### config.mk
export PLATFORM = sky130hd
export DESIGN_NAME = lsc_link_ctrl
export DESIGN_NICKNAME = d
export VERILOG_FILES = /design/src/lsc_pkg.sv /design/src/lsc_link_ctrl.sv /design/src/lsc_fifo.sv
export SDC_FILE = /design/constraint.sdc
export NUM_CORES = 1
export LEC_CHECK = 0
export ABC_AREA = 1
export ABC_CLOCK_PERIOD_IN_PS = 2700
export BUFFER_PORTS_ARGS = -buffer_cell sky130_fd_sc_hd__buf_4
export CORE_MARGIN = 2
export CORE_UTILIZATION = 44
export DETAILED_ROUTE_END_ITERATION = 7
export PLACE_DENSITY = 0.73
export SYNTH_ARGS = -nofsm -noshare
export SYNTH_HDL_FRONTEND = slang
export SYNTH_SLANG_ARGS = --single-unit
### constraint.sdc
create_clock -name clk_i -period 2.7 [get_ports clk_i]
set_clock_uncertainty 0.1 [all_clocks]
set_input_delay 0.27 -clock clk_i [delete_from_list [all_inputs] [get_ports clk_i]]
set_output_delay 0.27 -clock clk_i [all_outputs]
set_load 0.05 [all_outputs]
### src/lsc_pkg.sv
/*
  Constants for the link sync and lane control block: register indices,
  field positions and reset values.
  Assumes a classic Wishbone host, byte address equal to four times index.
*/
// Notes on behaviour
// (RULE1) Manual sync bit at 0 requests link sync, like a low receiver sync.
// (RULE2) Manual sync bit requests sync whatever sync source is selected.
// (RULE3) A low selected sync pin holds the request until another source is chosen.
// (RULE4) Lane mapping bit 0 sends on lanes 0 to L-1.
// (RULE5) Lane mapping bit 1 sends on lanes 4 to 4+L-1, lanes 0-3 idle.
// (RULE6) Software picks upper mapping only for modes with four or fewer lanes.
// (RULE7) Source field: 0 single-ended pin, 1 timestamp pair, 2 software only.
// (RULE8) Software enables the timestamp receiver when choosing source 1.
// (RULE9) Sample coding bit: 0 offset binary, 1 two's complement.
// (RULE10) In 8b/10b modes the scrambler bit turns scrambling off or on.
// (RULE11) In 64b/66b modes payload is always scrambled, bit ignored.
// (RULE12) Software should keep the 8b/10b scrambler enabled.
// (RULE13) Software changes link control only while the link is disabled.
// (RULE14) Software writes reserved bits as zero.
// (RULE15) Reset values: manual sync reads 0x01, link control reads 0x03.
// (RULE16) Disabled link: logic in reset, serializers down, clocks off, mfc reset.
// (RULE17) Sync request active on manual bit 0 or selected pin low.
package lsc_pkg;
  localparam logic [9:0] IDX_SOFT_SYNC = 10'h203;
  localparam logic [9:0] IDX_LINK_CTRL = 10'h204;
  localparam logic [9:0] IDX_LINK_SETUP = 10'h210;
  localparam logic [9:0] IDX_STATUS = 10'h211;
  localparam logic [7:0] RST_SOFT_SYNC = 8'h01;
  localparam logic [7:0] RST_LINK_CTRL = 8'h03;
  localparam logic [7:0] RST_LINK_SETUP = 8'h00;
  // Link control fields
  localparam int POS_SCRAMBLE = 0;
  localparam int POS_CODING = 1;
  localparam int POS_SRC = 2;
  localparam int POS_UPPER = 4;
  // Link setup fields
  localparam int POS_ENABLE = 0;
  localparam int POS_TS_EN = 1;
  localparam int POS_ENC64 = 2;
  localparam int POS_LANES = 4;
  // Status fields
  localparam int POS_ST_SYNC = 0;
  localparam int POS_ST_EMPTY = 1;
  localparam int POS_ST_FULL = 2;
  localparam logic [2:0] UPPER_BASE = 3'h4;
  localparam logic [14:0] SCRAMBLE_SEED = 15'h7fff;
  typedef enum logic [1:0] {
    LSC_SRC_SE_PIN,
    LSC_SRC_TS_PIN,
    LSC_SRC_SOFT,
    LSC_SRC_NONE
  } lsc_src_t;
endpackage : lsc_pkg

### src/lsc_link_ctrl.sv
/*
  Link sync and lane control: Wishbone register slave, sync request
  selection, sample FIFO, coding, scrambler and lane mapping.
  Assumes a classic Wishbone master and a lane serializer that takes
  one word per cycle while lane_ready_i is high.
*/
`timescale 1ns/100ps
`default_nettype none
module lsc_link_ctrl
  import lsc_pkg::*;
#(
  parameter int DW = 9,
  parameter int NLANE = 8,
  parameter int FIFO_DEPTH = 16
) (
  input wire logic clk_i,
  input wire logic rst_i,
  input wire logic wb_cyc_i,
  input wire logic wb_stb_i,
  input wire logic wb_we_i,
  input wire logic [11:0] wb_adr_i,
  input wire logic [3:0] wb_sel_i,
  input wire logic [31:0] wb_dat_i,
  output logic [31:0] wb_dat_o,
  output logic wb_ack_o,
  input wire logic single_ended_sync_pin_n_i,
  input wire logic timestamp_pin_pair_n_i,
  output logic timestamp_receiver_enable_o,
  output logic sync_request_o,
  input wire logic sample_valid_i,
  output logic sample_ready_o,
  input wire logic [DW-1:0] sample_i,
  input wire logic lane_ready_i,
  output logic [NLANE*DW-1:0] lane_data_o,
  output logic [NLANE-1:0] lane_strobe_o,
  output logic [NLANE-1:0] lane_active_o,
  output logic serializer_power_down_o,
  output logic clock_run_o,
  output logic mfc_reset_o
);
  generate
    if (NLANE != 8 || DW < 2) begin : g_bad
      $error("Lane mapping needs eight lanes and DW of at least 2");
    end
  endgenerate

  // Register storage, defined bits only
  logic soft_sync_request_n;
  logic scrambler_enable;
  logic sample_coding;
  lsc_src_t sync_src;
  logic upper_lane_mapping;
  logic link_subsystem_enable;
  logic timestamp_receiver_enable;
  logic enc_64b66b;
  logic [2:0] lane_count_m1;

  // Bus decode
  wire [9:0] wb_idx = wb_adr_i[11:2];
  wire wb_req = wb_cyc_i && wb_stb_i;
  wire wb_wr = wb_req && wb_we_i && wb_ack_o && wb_sel_i[0];
  wire hit_soft = (wb_idx == IDX_SOFT_SYNC);
  wire hit_ctrl = (wb_idx == IDX_LINK_CTRL);
  wire hit_setup = (wb_idx == IDX_LINK_SETUP);
  wire hit_status = (wb_idx == IDX_STATUS);
  wire hit_any = hit_soft || hit_ctrl || hit_setup || hit_status;

  wire [7:0] rd_soft = {7'h00, soft_sync_request_n};
  wire [7:0] rd_ctrl = {3'h0, upper_lane_mapping, sync_src,
                        sample_coding, scrambler_enable};
  wire [7:0] rd_setup = {1'b0, lane_count_m1, 1'b0, enc_64b66b,
                         timestamp_receiver_enable, link_subsystem_enable};
  logic fifo_out_valid;
  logic fifo_in_ready;
  wire [7:0] rd_status = {5'h00, ~fifo_in_ready, ~fifo_out_valid,
                          sync_request_o};
  wire [7:0] rd_mux = hit_soft ? rd_soft :
                      hit_ctrl ? rd_ctrl :
                      hit_setup ? rd_setup :
                      hit_status ? rd_status : 8'h00;

  // One wait state, ack drops the cycle after
  always_ff @(posedge clk_i) begin
    if (rst_i) begin
      wb_ack_o <= 1'b0;
      wb_dat_o <= 32'h0000_0000;
    end else begin
      wb_ack_o <= wb_req && !wb_ack_o;
      wb_dat_o <= {24'h00_0000, rd_mux};
    end
  end

  // Reserved bits are not stored and read as zero
  always_ff @(posedge clk_i) begin
    if (rst_i) begin
      soft_sync_request_n <= RST_SOFT_SYNC[0]; // see (RULE15)
    end else if (wb_wr && hit_soft) begin
      soft_sync_request_n <= wb_dat_i[0];
    end
  end

  always_ff @(posedge clk_i) begin
    if (rst_i) begin
      scrambler_enable <= RST_LINK_CTRL[POS_SCRAMBLE]; // see (RULE15)
      sample_coding <= RST_LINK_CTRL[POS_CODING];
      sync_src <= lsc_src_t'(RST_LINK_CTRL[POS_SRC +: 2]);
      upper_lane_mapping <= RST_LINK_CTRL[POS_UPPER];
    end else if (wb_wr && hit_ctrl) begin
      scrambler_enable <= wb_dat_i[POS_SCRAMBLE];
      sample_coding <= wb_dat_i[POS_CODING];
      sync_src <= lsc_src_t'(wb_dat_i[POS_SRC +: 2]);
      upper_lane_mapping <= wb_dat_i[POS_UPPER];
    end
  end

  always_ff @(posedge clk_i) begin
    if (rst_i) begin
      link_subsystem_enable <= RST_LINK_SETUP[POS_ENABLE];
      timestamp_receiver_enable <= RST_LINK_SETUP[POS_TS_EN];
      enc_64b66b <= RST_LINK_SETUP[POS_ENC64];
      lane_count_m1 <= RST_LINK_SETUP[POS_LANES +: 3];
    end else if (wb_wr && hit_setup) begin
      link_subsystem_enable <= wb_dat_i[POS_ENABLE];
      timestamp_receiver_enable <= wb_dat_i[POS_TS_EN];
      enc_64b66b <= wb_dat_i[POS_ENC64];
      lane_count_m1 <= wb_dat_i[POS_LANES +: 3];
    end
  end

  // Sync request source selection
  assign timestamp_receiver_enable_o = timestamp_receiver_enable;
  wire se_low = (sync_src == LSC_SRC_SE_PIN) && !single_ended_sync_pin_n_i;
  wire ts_low = (sync_src == LSC_SRC_TS_PIN) && timestamp_receiver_enable
                && !timestamp_pin_pair_n_i; // see (RULE8)
  wire pin_request = se_low || ts_low; // see (RULE7) (RULE3)
  assign sync_request_o = !soft_sync_request_n
                          || pin_request; // see (RULE1) (RULE2) (RULE17)

  // Disabled link held in reset
  wire link_off = !link_subsystem_enable; // see (RULE16)
  assign serializer_power_down_o = link_off;
  assign clock_run_o = link_subsystem_enable;
  assign mfc_reset_o = link_off;

  // Sample FIFO, flushed while the link is off
  logic [DW-1:0] fifo_out;
  wire take = fifo_out_valid && lane_ready_i && !sync_request_o
              && link_subsystem_enable;
  assign sample_ready_o = fifo_in_ready;

  lsc_fifo #(
    .W(DW),
    .DEPTH(FIFO_DEPTH)
  ) u_fifo (
    .clk_i(clk_i),
    .rst_i(rst_i),
    .flush_i(link_off),
    .in_valid_i(sample_valid_i),
    .in_ready_o(fifo_in_ready),
    .in_data_i(sample_i),
    .out_valid_o(fifo_out_valid),
    .out_ready_i(take),
    .out_data_o(fifo_out)
  );

  // Offset binary flips the sign bit
  wire [DW-1:0] coded = {fifo_out[DW-1] ^ !sample_coding,
                         fifo_out[DW-2:0]}; // see (RULE9)

  // Self-synchronous scrambler, 1 + x^14 + x^15
  logic [14:0] scramble_state;
  logic [DW-1:0] scrambled_word;
  logic [14:0] next_scramble_state;
  always_comb begin
    next_scramble_state = scramble_state;
    scrambled_word = coded;
    for (int b = DW - 1; b >= 0; b--) begin
      scrambled_word[b] = coded[b] ^ next_scramble_state[14]
                          ^ next_scramble_state[13];
      next_scramble_state = {next_scramble_state[13:0], scrambled_word[b]};
    end
  end
  wire scramble_on = enc_64b66b || scrambler_enable; // see (RULE10) (RULE11)
  wire [DW-1:0] out_word = scramble_on ? scrambled_word : coded;

  always_ff @(posedge clk_i) begin
    if (rst_i || link_off) begin
      scramble_state <= SCRAMBLE_SEED;
    end else if (take && scramble_on) begin
      scramble_state <= next_scramble_state;
    end
  end

  // Lane mapping, round robin over L lanes
  logic [2:0] lane_sel;
  wire [2:0] lane_base = upper_lane_mapping ? UPPER_BASE : 3'h0;
  wire [2:0] phys_lane = lane_sel + lane_base; // see (RULE4) (RULE5)
  wire [2:0] next_lane_sel = (lane_sel == lane_count_m1) ? 3'h0
                             : lane_sel + 3'h1;

  always_ff @(posedge clk_i) begin
    if (rst_i || link_off) begin
      lane_sel <= 3'h0;
    end else if (take) begin
      lane_sel <= next_lane_sel;
    end
  end

  genvar g;
  generate
    for (g = 0; g < NLANE; g++) begin : g_lane
      wire [2:0] lane_no = 3'(g);
      wire [2:0] rel = lane_no - lane_base;
      wire in_range = (upper_lane_mapping ? (lane_no >= UPPER_BASE) : 1'b1)
                      && (rel <= lane_count_m1); // see (RULE4) (RULE5)
      wire hit = take && (phys_lane == lane_no);
      always_ff @(posedge clk_i) begin
        if (rst_i || link_off) begin
          lane_data_o[g*DW +: DW] <= '0;
          lane_strobe_o[g] <= 1'b0;
          lane_active_o[g] <= 1'b0;
        end else begin
          lane_strobe_o[g] <= hit;
          lane_active_o[g] <= in_range;
          if (hit) begin
            lane_data_o[g*DW +: DW] <= out_word;
          end
        end
      end
    end
  endgenerate
endmodule : lsc_link_ctrl
`default_nettype wire

### src/lsc_fifo.sv
/*
  Sample FIFO with valid/ready on both sides, storage in flip-flops.
  Assumes one clock; flush_i empties it in one cycle.
*/
`timescale 1ns/100ps
`default_nettype none
module lsc_fifo #(
  parameter int W = 9,
  parameter int DEPTH = 16
) (
  input wire logic clk_i,
  input wire logic rst_i,
  input wire logic flush_i,
  input wire logic in_valid_i,
  output logic in_ready_o,
  input wire logic [W-1:0] in_data_i,
  output logic out_valid_o,
  input wire logic out_ready_i,
  output logic [W-1:0] out_data_o
);
  localparam int AW = $clog2(DEPTH);
  generate
    if (DEPTH < 2 || (1 << AW) != DEPTH) begin : g_bad
      $error("DEPTH must be a power of two, at least 2");
    end
  endgenerate
  logic [W-1:0] mem [DEPTH];
  logic [AW-1:0] wr_ptr;
  logic [AW-1:0] rd_ptr;
  logic [AW:0] count;
  wire push = in_valid_i && in_ready_o;
  wire pop = out_valid_o && out_ready_i;
  assign in_ready_o = (count != DEPTH[AW:0]);
  assign out_valid_o = (count != '0);
  assign out_data_o = mem[rd_ptr];
  always_ff @(posedge clk_i) begin
    if (push) begin
      mem[wr_ptr] <= in_data_i;
    end
  end
  always_ff @(posedge clk_i) begin
    if (rst_i || flush_i) begin
      wr_ptr <= '0;
      rd_ptr <= '0;
      count <= '0;
    end else begin
      wr_ptr <= wr_ptr + AW'(push);
      rd_ptr <= rd_ptr + AW'(pop);
      count <= count + (AW+1)'(push) - (AW+1)'(pop);
    end
  end
endmodule : lsc_fifo
`default_nettype wire

Word level (Yosys, flattened, before mapping)
Memories as Yosys holds them, arrays and structs flattened. A register that Yosys moved wholly into a read port is not among the register bits.
Cells that the tools add are included.
Operators by class
  $add $sub $neg: 14
  multipliers: 0
  div/mod/pow operators: 0
  order comparisons: 8
  equal/unequal tests: 14
  shift operators: 0
  multiplexer cells: 11
  bitwise logic cells: 21
  reductions and logical operators: 46
Operators with widths (count)
  equality test 10 bit, second input constant: 4
  logical AND 1 bit: 29
  <= comparator 3 bit: 8
  2-to-1 mux 7 bit: 3
  XOR 1 bit: 19
  equality test 3 bit, second input constant: 4
  subtractor 3 bit, first input constant: 4
  2-to-1 mux 3 bit: 3
  2-to-1 mux 9 bit: 1
  adder 4 x 1 -> 4 bit: 2
  logical NOT 1 bit: 7
  equality test 3 x 2 -> 1 bit, second input constant: 2
  subtractor 1 x 3 -> 3 bit, first input constant: 2
  subtractor 2 x 3 -> 3 bit, first input constant: 2
  adder 5 x 1 -> 5 bit: 1
  != test 5 bit, second input constant: 1
  nonzero test 5 bit: 1
  subtractor 5 x 1 -> 5 bit: 1
  logical OR 1 bit: 4
  2-to-1 mux 4 bit: 1
  OR reduction 4 bit: 1
  adder 3 x 1 -> 3 bit, second input constant: 1
  adder 3 bit: 1
  equality test 3 x 1 -> 1 bit, second input constant: 1
  other kinds (8): 11
Word-level totals
  register bits: 164
  bits in latches: 0
  bits in writable memories: 144
  bits in read-only memories: 0
  input bits: 66
  output and inout port bits: 127
  memories kept: 1
Memory list
  u_fifo.mem: words 16, width 9, rd ports 1, clocked after memory_dff 1, write ports 1, line lsc_fifo.sv:27  | logic [W-1:0] mem [DEPTH];

Depth between registers and ports, before layout
Gate-level depths: netlist of run 1.
  depth after elaboration: 11
  gate-level depth with buffers: 15
  gate-level depth less buffers: 14

Hierarchy
From an unflattened synthesis of run 1, not the netlist that was laid out.
Second synthesis, totals
  cells, all modules: 1573
  area total of the unflattened synthesis: 12833.6 µm²
By module, submodules not included
  lsc_fifo: times used 1, cells an instance 687, area an instance 6951.7 µm², sequential area each 4584.4 µm²
  lsc_link_ctrl: times used 1, cells an instance 886, area an instance 5881.9 µm², sequential area each 2522.4 µm²

Worst setup path after synthesis of run 1
No wires, ideal clock.
  path kind: reg-to-reg
  start: register timestamp_receiver_enable (netlist: timestamp_receiver_enable_o)
  end: register u_fifo.count[4]
  arrival: 2.736 ns
  data required time: 2.472 ns
  path slack: -0.264 ns
  stages on the path, launching flop included: 16
  buffers on the path: 1
  cells stage by stage: dfxtp_1 -> inv_1 -> o21ai_1 -> nand2_1 -> nand2_2 -> nor2_1 -> buf_4 -> ha_1 -> inv_1 -> ha_1 -> inv_1 -> fa_1 -> nor3_1 -> a211oi_1 -> o21ai_0 -> a21oi_1
On the way
  cells in the longest elaborated chain, start to end: 9
Ends and longest elaborated chain
  start: declaration: line lsc_link_ctrl.sv:54  | logic timestamp_receiver_enable;
  start signal: assignment: line lsc_link_ctrl.sv:119  | timestamp_receiver_enable <= RST_LINK_SETUP[POS_TS_EN];
  start signal: assignment: line lsc_link_ctrl.sv:124  | timestamp_receiver_enable <= wb_dat_i[POS_TS_EN];
  logical AND 1 bit: line lsc_link_ctrl.sv:133  | wire ts_low = (sync_src == LSC_SRC_TS_PIN) && timestamp_receiver_enable
  logical AND 1 bit: line lsc_link_ctrl.sv:134  | && !timestamp_pin_pair_n_i;
  logical OR 1 bit: line lsc_link_ctrl.sv:135  | wire pin_request = se_low || ts_low;
  logical OR 1 bit: line lsc_link_ctrl.sv:137  | || pin_request;
  net sync_request_o: line lsc_link_ctrl.sv:29  | output logic sync_request_o,
  logical NOT 1 bit: line lsc_link_ctrl.sv:147  | wire take = fifo_out_valid && lane_ready_i && !sync_request_o
  logical AND 1 bit: line lsc_link_ctrl.sv:147
  logical AND 1 bit: line lsc_link_ctrl.sv:148  | && link_subsystem_enable;
  logical AND 1 bit: line lsc_fifo.sv:32  | wire pop = out_valid_o && out_ready_i;
  subtractor 5 x 1 -> 5 bit: line lsc_fifo.sv:49  | count <= count + (AW+1)'(push) - (AW+1)'(pop);
  end signal: assignment: line lsc_fifo.sv:49
  end: declaration: line lsc_fifo.sv:30  | logic [AW:0] count;
The timed path passes the listed nets, and every way through them passes these cells.
A chain may end at the register's enable or synchronous reset.

Worst setup path in the final report of run 1
  start: register u_fifo.count[3]
  end: register u_fifo.count[4]
On the way
  cells in the longest elaborated chain, start to end: 6
  elaborated cells between the ends (all ways): 9
  those cells by class: add/sub: 2; eq/ne: 1; reduce/logical: 6
Ends and longest elaborated chain (line)
  branches (longest 5 deep; another with adder 5 x 1 -> 5 bit)
  subtractor 5 x 1 -> 5 bit (*): lsc_fifo.sv:49
Every way passes the cells marked *.

==> impl_results.md, run 1 <==
* Status: finished, final reports clean
* Adder-cell share of the synthesized area at 0.0203
* Finished Cell Area at 14600 sq um
* Worst reg2reg path depth at 14
* Vias in the first global route at 8934
* CP required at 3.02 ns
* Die width at 170 um
* R2r setup slk at 0.22 ns
* Simple-Gate Fraction of Synth Area at 0.232
* Hold EP: wb_dat_o[2]
* R2R Path End: u_fifo.count[4]
* Gr ovfl total at 0
* Largest net degree at the start of global routing at 74
* Largest family of logic cells by synthesized area: simple AND/OR/NAND/NOR gates
* Synth Cell Area at 12100 sq um
* Gr usage total at 0.203
* Yosys top cell by area: edfxtp_1
* IO Pins at 193
* Post-Place Cell Area at 13500 sq um
* Post-Synthesis Cells at 1352
* Layout cells sized above 1 at 0.155
* Final Max Slew Viols at 0
* Hold path startpoint: wb_adr_i[3]
* First-pass GRT wire length at 46.3 mm
* Worst slew margin at 0.668
* Synth-to-layout area growth at 21.0%
* Area contributors post-synth: edfxtp_1 36%, dfxtp_1 23%, nand2_1 7.7%
* Netlist cell types at 43
* Net Switching at 0.00177 W
* Int Pwr at 0.00680 W
* Clock Sinks at 283
* Die footprint at 28800 sq um
* Antenna violations before repair at 0
* Gate power share at 0.032
* VDD IR max at 0.000381 V
* Post-synth EDFFs at 144
* Clk_lat worst skew at 0.54 ns
* Fin. Hold Viols at 0
* Worst Hold Path Cells at 4
* Worst Hold Class: primary input to flop
* Clk slew on worst S/H paths at 0.07 ns
* Static Leak at 6.23 nW
* Setup TNS at 0 ns
* WL per Instance at 15.9 um
* FILL cells at 2351
* Number of synthesized register bits at 283
* Avg Cell Area, Syn at 8.94 sq um
* Switching part of the total power at 0.207
* Slew @ Worst Pin at 0.496 ns
* Std-Cell Rows at 60
* Max-cap violations at 0
* CP max FO at 2
* Most frequent cell after synthesis: nand2_1
* Clock period minus worst slack at 2.48 ns
* TritonCTS clock tree: done
* Met3 Use GR at 0.0268
* M2 GR Usage at 0.344
* ANT nets after route at 0
* I/O Buffers at 137
* Via Count at 9695
* Reg area at 7110 sq um
* Setup violations, final at 0
* Final Cycle Share at 0.919
* Root Buffer Master: clkbuf_16
* Fraction of the yosys area taken by sequential cells at 0.588
* # DRC at 0
* DP HPWL at 20.2 mm
* Mux contribution to synthesized area at 0
* H-tree depth at 1
* GRT met1 Usage at 0.270
* Synth cell count leaders: 247 x nand2_1, 240 x nor2_1, 144 x edfxtp_1
* CP Capture Type: flop
* Clk pwr share at 0.441
* GRT Max-Usage Layer: met2
* DR iter-0 viols at 966
* YS warnings at 0
* Routability cong. at 0.870
* Antenna cells at 0
* First-pass DRT Iterations at 5
* Critical path class: flop to flop
* CTS Buf Count at 29
* Seq pwr share at 0.527
* Setup crit start: u_fifo.count[3]
* Final nets at 1611
* Primary FF master, synth: edfxtp_1
* Initial Util at 0.448
* CP Data Arrival Time at 2.81 ns
* Hold WS at 0.0521 ns
* Vias/cell at 5.14
* Routed WL at 30.0 mm
* Max Fclk at 403 MHz
* Ys async rst share at 0
* Die Ht at 170 um
* Area of the multi-input gates at 4110 sq um
* Synth Area in Compound Gates at 0.0677
* CP Launch Type: flop
* Share of the synthesized area in the top cell type at 0.358
* Pwr/cell area at 586 nW/um^2
* Max clock buf depth at 3
* Post-synthesis xor/xnor area fraction at 0.0109
* Critical R2R Launch: u_fifo.count[3]
* Core region area at 27000 sq um
==> worst max path at each step <==
| stage | end | slack [ns] | depth (start not counted) |
|---|---|---|---|
| after CTS | u_fifo.count[4] | 0.10 | 14 |
| after global routing | u_fifo.count[4] | -0.004 | 14 |
| final | u_fifo.count[4] | 0.22 | 14 |
| after detailed placement | u_fifo.count[4] | 0.11 | 14 |
| after floorplan | u_fifo.count[4] | 0.07 | 15 |
| after global placement | u_fifo.count[4] | 0.19 | 14 |
==> worst max-delay path, cell delays in order (launching register included) <==
cell and delay (ns):
dfxtp_1 0.32, inv_1 0.09, ha_2 0.19, nand3_1 0.09
o211ai_1 0.18, nor2_1 0.08, ha_1 0.27, inv_1 0.06
ha_1 0.16, inv_1 0.06, fa_2 0.37, nor3_2 0.11
a211oi_1 0.07, o21ai_1 0.14, a21oi_1 0.05
==> cell type report <==
cell class / count / area share
clock buffers: 42 / 0.0566
clock inverters: 8 / 0.00479
inverters: 144 / 0.0371
multi-input cells: 877 / 0.281
flip-flops and latches: 283 / 0.486
well taps: 341 / 0.0292
repair buffers: 191 / 0.105
==> cell usage in the layout, fill, tap and decap left out, drive strengths merged <==
master       instances
dfxtp              139
o21a                 1
nor4                 1
nand3              146
o211ai               5
nor3b                1
inv                140
nand4                3
o32ai                1
a31oi                4
bufinv               1
ha                  18
a211oi               2
buf                172
clkinvlp             1
xor2                 4
nand3b               3
conb                25
nor2               244
and3                 1
dlygate4sd3         19
xnor2               11
clkinv              10
edfxtp             144
nor3                14
o22ai                8
o221ai               1
fa                   1
a21oi               62
nand2              249
clkbuf              42
o21ai               71
or2                  1
==> metrics by stage <==
step	std cells	util	worst slack [ns]	power (W)
4_1_cts	1884	0.542	0.102	0.00863
3_3_place_gp	1815	0.501	0.187	0.00486
5_1_grt	1886	0.543	-0.00388	0.00882
2_1_floorplan	1376	-	0.0711	0.00478
6_report	1886	0.543	0.217	0.00857
3_5_place_dp	1815	0.501	0.114	0.00486
==> kinds of logic (layout without fill, tap and decap cells) <==
group,count (synthesis),count (layout)
buf+inv,216,385
compound gates,155,155
xor+xnor,15,15
simple gates,663,663
flops,283,283
fa+ha+maj,19,19
other cells,1,25
==> routing by layer <==
metal | wire [um] | vias to the layer above
met2 | 14300 | 391
li1 | - | 4732
met5 | 0 | -
met3 | 2310 | 51
met1 | 12600 | 4521
met4 | 690 | 0
==> power groups by stage <==
stage	Sequential, W	Clock [W]	Combinational (W)
final	0.00452	0.00378	0.000272
after CTS	0.00452	0.00384	0.000272
after global placement	0.00461	0	0.000246
after floorplan	0.00462	0	0.000164
after detailed placement	0.00461	0	0.000250
after global routing	0.00452	0.00401	0.000293
==> state kept, by name, summed over array words and instances, names as in the netlist, 2 cells and up <==
name	cells
lane_active_o	8
lane_data_o	72
sync_src	2
u_fifo.count	5
u_fifo.wr_ptr	4
wb_dat_o	7
lane_count_m1	3
u_fifo.mem	144
scramble_state	15
lane_sel	3
u_fifo.rd_ptr	4
lane_strobe_o	8
==> what timing repair did <==
item / in CTS / in global routing
hold buffers: 19 / 0
endpoints found under the setup margin: 0 / 1
hold endpoints to repair: 156 / 0
gates resized for setup: 0 / 4
setup buffers: 0 / 2
Power figures use the tool's default switching activity.
==> inputs of run 2 (changes only) <==
Settings changed: PLACE_DENSITY 0.73 to 0.74.
==> impl_results.md, run 2 (synthesis results as in run 1) <==
* Status: finished, final reports clean (unchanged)
* Largest register FFs at 144 (unchanged)
* Gr ovfl total at 0 (unchanged)
* CTS Buf Count at 29 (unchanged)
* RSZ-0062 raised after global routing: no
* Initial Util at 0.448 (unchanged)
* IO Pins at 193 (unchanged)
* CP max FO at 3 (was 2)
* ANT nets after route at 0 (unchanged)
* Critical path class: flop to flop (unchanged)
* CP Capture Type: flop (unchanged)
* Routability cong. at 0.873 (was 0.870)
* Final Cycle Share at 0.902 (was 0.919)
* Slew @ Worst Pin at 0.519 ns (was 0.496 ns)
* Setup TNS at 0 ns (unchanged)
* Die Ht at 170 um (unchanged)
* Clk_lat worst skew at 0.53 ns (was 0.54 ns)
* Crit path cell chain: inv_1, ha_1, nand3_1, o211ai_1, nor2_1, ha_1, inv_1, ha_1, inv_1, fa_2, nor3_2, a211oi_1, o21ai_1, a21oi_1 (was inv_1, ha_2, nand3_1, o211ai_1, nor2_1, ha_1, inv_1, ha_1, inv_1, fa_2, nor3_2, a211oi_1, o21ai_1, a21oi_1)
* Most common cell after layout, fill and taps aside: nand2_1 (unchanged)
* Std-Cell Rows at 60 (unchanged)
* DP HPWL at 20.2 mm (about the same)
* Die width at 170 um (unchanged)
* H-tree depth at 1 (unchanged)
* Clock Sinks at 283 (unchanged)
* Antenna cells at 0 (unchanged)
* Routed WL at 30.1 mm (was 30.0 mm)
* Max-cap violations at 0 (unchanged)
* Hold WS at 0.0191 ns (was 0.0521 ns)
* Gr usage total at 0.202 (was 0.203)
* CP Data Arrival Time at 2.75 ns (was 2.81 ns)
* Final Max Slew Viols at 0 (unchanged)
* R2r setup slk at 0.26 ns (was 0.22 ns)
* Worst Hold Class: primary input to flop (unchanged)
* Max Fclk at 410 MHz (was 403 MHz)
* Largest regs: u_fifo.mem: 144 flops, lane_data_o: 72 flops, scramble_state: 15 flops (unchanged)
* Vias/cell at 5.12 (was 5.14)
* Core region area at 27000 sq um (unchanged)
* First-pass DRT Iterations at 5 (unchanged)
* Synth-to-layout area growth at 20.5% (was 21.0%)
* Static Leak at 6.21 nW (was 6.23 nW)
* Pwr/cell area at 585 nW/um^2 (was 586 nW/um^2)
* DR iter-0 viols at 951 (was 966)
* CP required at 3.02 ns (about the same)
* Layout cells sized above 1 at 0.153 (was 0.155)
* Antenna violations before repair at 0 (unchanged)
* # DRC at 0 (unchanged)
* Final nets at 1610 (was 1611)
* VDD IR max at 0.000432 V (was 0.000381 V)
* Largest stage delay, worst path at 0.36 ns (was 0.37 ns)
* Fin. Hold Viols at 0 (unchanged)
* Vias in the first global route at 8771 (was 8934)
* Most frequent cells in the layout: 247 x nand2_1, 240 x nor2_1, 171 x buf_4 (was 247 x nand2_1, 240 x nor2_1, 168 x buf_4)
* Delay-heaviest family, CP: adder cells (unchanged)
* I/O Buffers at 137 (unchanged)
* WP buf/inv at 3 (unchanged)
* Clk slew on worst S/H paths at 0.06 ns (was 0.07 ns)
* Slowest cell on crit path: fa_2 (unchanged)
* Setup violations, final at 0 (unchanged)
* Worst slew margin at 0.653 (was 0.668)
* Biggest register: u_fifo.mem (unchanged)
* CP Launch Type: flop (unchanged)
* WL per Instance at 16.0 um (was 15.9 um)
* First-pass GRT wire length at 45.9 mm (was 46.3 mm)
* TritonCTS clock tree: done (unchanged)
* Root Buffer Master: clkbuf_16 (unchanged)
* FILL cells at 2363 (was 2351)
* Die footprint at 28800 sq um (unchanged)
* Max clock buf depth at 3 (unchanged)
* Via Count at 9649 (was 9695)
* Largest net degree at the start of global routing at 74 (unchanged)
* Clock period minus worst slack at 2.44 ns (was 2.48 ns)
[run 2: cell count changes in the layout (fill, tap and decap cells not counted), moves of 2 or more]
| cell | previous run | this run |
|---|---|---|
| dlygate4sd3_1 | 19 | 17 |
| clkbuf_1 | 10 | 7 |
| buf_4 | 168 | 171 |
| buf_12 | 4 | 2 |
| clkbuf_16 | 31 | 29 |
| clkinv_1 | 6 | 12 |
[run 2: per-stage QoR]
step           cells  power [W]  setup slack (ns)  utilization  instance area [sq um]
6_report        1886    0.00853             0.263        0.540                  14600
5_1_grt         1886    0.00876            0.0144        0.540                  14600
4_1_cts         1886    0.00857             0.146        0.540                  14600
3_5_place_dp    1818    0.00486             0.158        0.501                  13500
3_3_place_gp    1818    0.00486             0.185        0.501                  13500
2_1_floorplan   1376    0.00478            0.0711            -                  12200
[run 2: metal layers]
| metal | track usage | vias to the layer above | routed length (um) |
|---|---|---|---|
| li1 | - | 4711 | - |
| met2 | 0.346 | 370 | 14600 |
| met3 | 0.0345 | 45 | 2230 |
| met1 | 0.266 | 4523 | 12700 |
| met5 | 0 | - | 0 |
| met4 | 0.0580 | 0 | 625 |
[run 2: final timing paths]
path,end,depth (start not counted),from
worst min-delay path,u_fifo.mem[11][6],1,sample_i[6]
worst max register to register,u_fifo.count[4],14,u_fifo.count[3]
worst min register to register,wb_ack_o,1,wb_ack_o
worst max-delay path,u_fifo.count[4],14,u_fifo.count[3]
[run 2: layout make-up]
class	instances	area, sq um	share of cell area
tap	341	427	0.0293
clock inverter	15	128	0.00876
inverter	144	543	0.0373
sequential	283	7110	0.488
clock buffer	36	752	0.0516
multi-input combinational	877	4110	0.282
timing repair buffer	190	1490	0.103
[run 2: repair_timing]
item                                    in CTS  in global routing
endpoints found under the setup margin       0                  1
hold endpoints to repair                   110                  0
hold buffers                                17                  0
resized for setup                            0                  3
setup buffers                                0                  0
[run 2: power by group]
group | total, W | internal, W | switching (W)
Clock | 0.00373 | 0.00215 | 0.00158
Combinational | 0.000272 | 0.0000717 | 0.000200
Sequential | 0.00452 | 0.00452 | 0.00000190
==> inputs of run 3 (changes only) <==
Settings changed: ABC_AREA 1 to not set, RECOVER_POWER set to 50.
==> impl_results.md, run 3 <==
* Post-synth EDFFs at 144 (unchanged)
* First-pass GRT wire length at 38.1 mm (was 45.9 mm)
* CP Capture Type: flop (unchanged)
* Clk pwr share at 0.432 (was 0.438)
* Share of the synthesized area in the top cell type at 0.379 (was 0.358)
* Pwr/cell area at 611 nW/um^2 (was 585 nW/um^2)
* First-pass DRT Iterations at 4 (was 5)
* Status: finished with violations (was finished, final reports clean)
* Setup violations, final at 1 (was 0)
* Vias in the first global route at 6946 (was 8771)
* ANT nets after route at 0 (unchanged)
* IO Pins at 193 (unchanged)
* RSZ-0062 raised after global routing: yes (was no)
* VDD IR max at 0.000583 V (was 0.000432 V)
* Yosys top cell by area: edfxtp_1 (unchanged)
* Final Max Slew Viols at 0 (unchanged)
* Routed WL at 24.9 mm (was 30.1 mm)
* Die width at 165 um (was 170 um)
* Antenna cells at 0 (unchanged)
* Seq pwr share at 0.534 (was 0.530)
* Number of synthesized register bits at 283 (unchanged)
* Most common cell after layout, fill and taps aside: edfxtp_1 (was nand2_1)
* Largest net degree at the start of global routing at 31 (was 74)
* CP required at 3.06 ns (was 3.02 ns)
* CP Launch Type: flop (unchanged)
* Largest regs: u_fifo.mem: 144 flops, lane_data_o: 72 flops, scramble_state: 15 flops (unchanged)
* Net Switching at 0.00171 W (was 0.00178 W)
* I/O Buffers at 137 (unchanged)
* Fraction of the yosys area taken by sequential cells at 0.623 (was 0.588)
* DP HPWL at 16.5 mm (was 20.2 mm)
* Synth-to-layout area growth at 21.6% (was 20.5%)
* Worst slew margin at 0.288 (was 0.653)
* Final Cycle Share at 1.04 (was 0.902)
* Std-Cell Rows at 58 (was 60)
* Largest register FFs at 144 (unchanged)
* H-tree depth at 1 (unchanged)
* Ys async rst share at 0 (unchanged)
* Int Pwr at 0.00676 W (was 0.00674 W)
* Initial Util at 0.451 (was 0.448)
* Vias/cell at 5.24 (was 5.12)
* Gr ovfl total at 0 (unchanged)
* Critical path class: flop to flop (unchanged)
* Static Leak at 4.89 nW (was 6.21 nW)
* Slew @ Worst Pin at 1.06 ns (was 0.519 ns)
* Via Count at 7093 (was 9649)
* Max-cap violations at 0 (unchanged)
* Most frequent cell after synthesis: edfxtp_1 (was nand2_1)
* Clk slew on worst S/H paths at 0.06 ns (about the same)
* Root Buffer Master: clkbuf_16 (unchanged)
* Clk_lat worst skew at 0.53 ns (about the same)
* Core region area at 25300 sq um (was 27000 sq um)
* Most frequent cells in the layout: 144 x edfxtp_1, 136 x dfxtp_1, 123 x clkbuf_1 (was 247 x nand2_1, 240 x nor2_1, 171 x buf_4)
* Failing checks: setup timing
* Post-Synthesis Cells at 784 (was 1352)
* Place WS at -0.198 ns (was 0.158 ns)
* Layout cells sized above 1 at 0.206 (was 0.153)
* Gr usage total at 0.179 (was 0.202)
* CP Data Arrival Time at 3.16 ns (was 2.75 ns)
* Netlist cell types at 60 (was 43)
* Die footprint at 27200 sq um (was 28800 sq um)
* Setup WS post-layout at -0.0946 ns (was 0.263 ns)
* Primary FF master, synth: edfxtp_1 (unchanged)
* Area contributors post-synth: edfxtp_1 38%, dfxtp_1 24%, mux4_2 6.3% (was edfxtp_1 36%, dfxtp_1 23%, nand2_1 7.7%)
* Max Fclk at 358 MHz (was 410 MHz)
* Fin. Hold Viols at 0 (unchanged)
* Worst Hold Class: primary input to flop (unchanged)
* Antenna violations before repair at 0 (unchanged)
* Switching part of the total power at 0.202 (was 0.209)
* Biggest register: u_fifo.mem (unchanged)
* Clock period minus worst slack at 2.79 ns (was 2.44 ns)
* TritonCTS clock tree: done (unchanged)
* CTS Buf Count at 28 (was 29)
* Gate power share at 0.034 (was 0.032)
* Avg Cell Area, Syn at 14.6 sq um (was 8.94 sq um)
* Die Ht at 165 um (was 170 um)
* Clock Sinks at 283 (unchanged)
* Final nets at 1087 (was 1610)
* CP max FO at 2 (was 3)
* YS warnings at 0 (unchanged)
* Cell Count, Final, Fillers Out at 1353 (was 1886)
* Routability cong. at 0.789 (was 0.873)
* WL per Instance at 18.4 um (was 16.0 um)
* DP Cell Count at 1271 (was 1818)
* Synth cell count leaders: 144 x edfxtp_1, 139 x dfxtp_1, 64 x o2bb2ai_1 (was 247 x nand2_1, 240 x nor2_1, 144 x edfxtp_1)
* DR iter-0 viols at 582 (was 951)
* Synth Cell Area at 11400 sq um (was 12100 sq um)
* Max clock buf depth at 3 (unchanged)
* # DRC at 0 (unchanged)
==> run 3: area by class of cell <==
class	count	area, sq um
flip-flops and latches	283	7110
clock buffers	42	806
clock inverters	9	66.3
repair buffers	223	1420
well taps	330	413
multi-input cells	439	3960
inverters	27	101
fillers	2130	11500
==> run 3: worst paths after layout <==
kind,depth (start not counted),endpoint,from,slack [ns]
setup / recovery,15,u_fifo.count[4],u_fifo.count[2],-0.09
hold / removal,3,soft_sync_request_n,wb_cyc_i,0.07
setup reg to reg,15,u_fifo.count[4],u_fifo.count[2],-0.09
hold reg to reg,1,lane_data_o[69],lane_data_o[69],0.36
==> run 3: routing by layer <==
metal / GRT usage / vias up / routed length (um)
met4: 0.0387 / 0 / 505
met1: 0.244 / 3514 / 11000
li1: - / 3338 / -
met3: 0.0274 / 43 / 1510
met2: 0.305 / 198 / 11900
met5: 0 / - / 0
==> run 3: worst max-delay path: stages (launching register included) <==
cell     delay [ns]
dfxtp_2        0.32
inv_2          0.08
ha_4           0.13
or4b_4         0.45
and3_4         0.17
and3_4         0.16
ha_4           0.25
inv_2          0.03
ha_4           0.14
inv_2          0.04
fa_2           0.18
inv_2          0.04
a21oi_2        0.10
nor2_1         0.05
or3_1          0.34
a21oi_1        0.12
==> run 3: timing repair <==
item,4_1_cts,5_1_grt
setup endpoints to repair,2,3
hold buffers,25,0
setup buffers,3,3
pin swaps,6,2
hold endpoints to repair,159,0
cloned,0,0
gates resized for setup,2,1
==> run 3: cells by family (layout without fill, tap and decap cells) <==
logic type	count (synthesis)	after routing	share of synthesized area
buffers and inverters	86	301	0.0434
AOI/OAI and AO/OA	131	131	0.0967
other	1	25	0.000329
DFF	283	283	0.623
and+or+nand+nor	136	136	0.0615
muxes	88	88	0.117
adders and majority gates	19	19	0.0215
xor gates and xnor gates	40	40	0.0372
==> run 3: metrics by stage <==
stage	setup TNS (ns)	instance area, sq um	power [W]	util	hold slack, ns
finish	-0.0946	13900	0.00847	0.548	0.0653
global route	-0.255	13900	0.00873	0.548	0.102
CTS	-0.104	14300	0.00855	0.564	0.0362
detailed placement	-0.211	13100	0.00488	0.518	0.342
global placement	-0.156	13100	0.00488	0.518	0.326
floorplan	-0.415	11500	0.00479	-	0.247
==> run 3: power by group through the flow <==
stage	registers, W	clock network [W]	logic [W]
after floorplan	0.00462	0	0.000175
after global placement	0.00461	0	0.000267
after detailed placement	0.00461	0	0.000271
after CTS	0.00452	0.00373	0.000297
after global routing	0.00452	0.00390	0.000312
final	0.00452	0.00366	0.000290
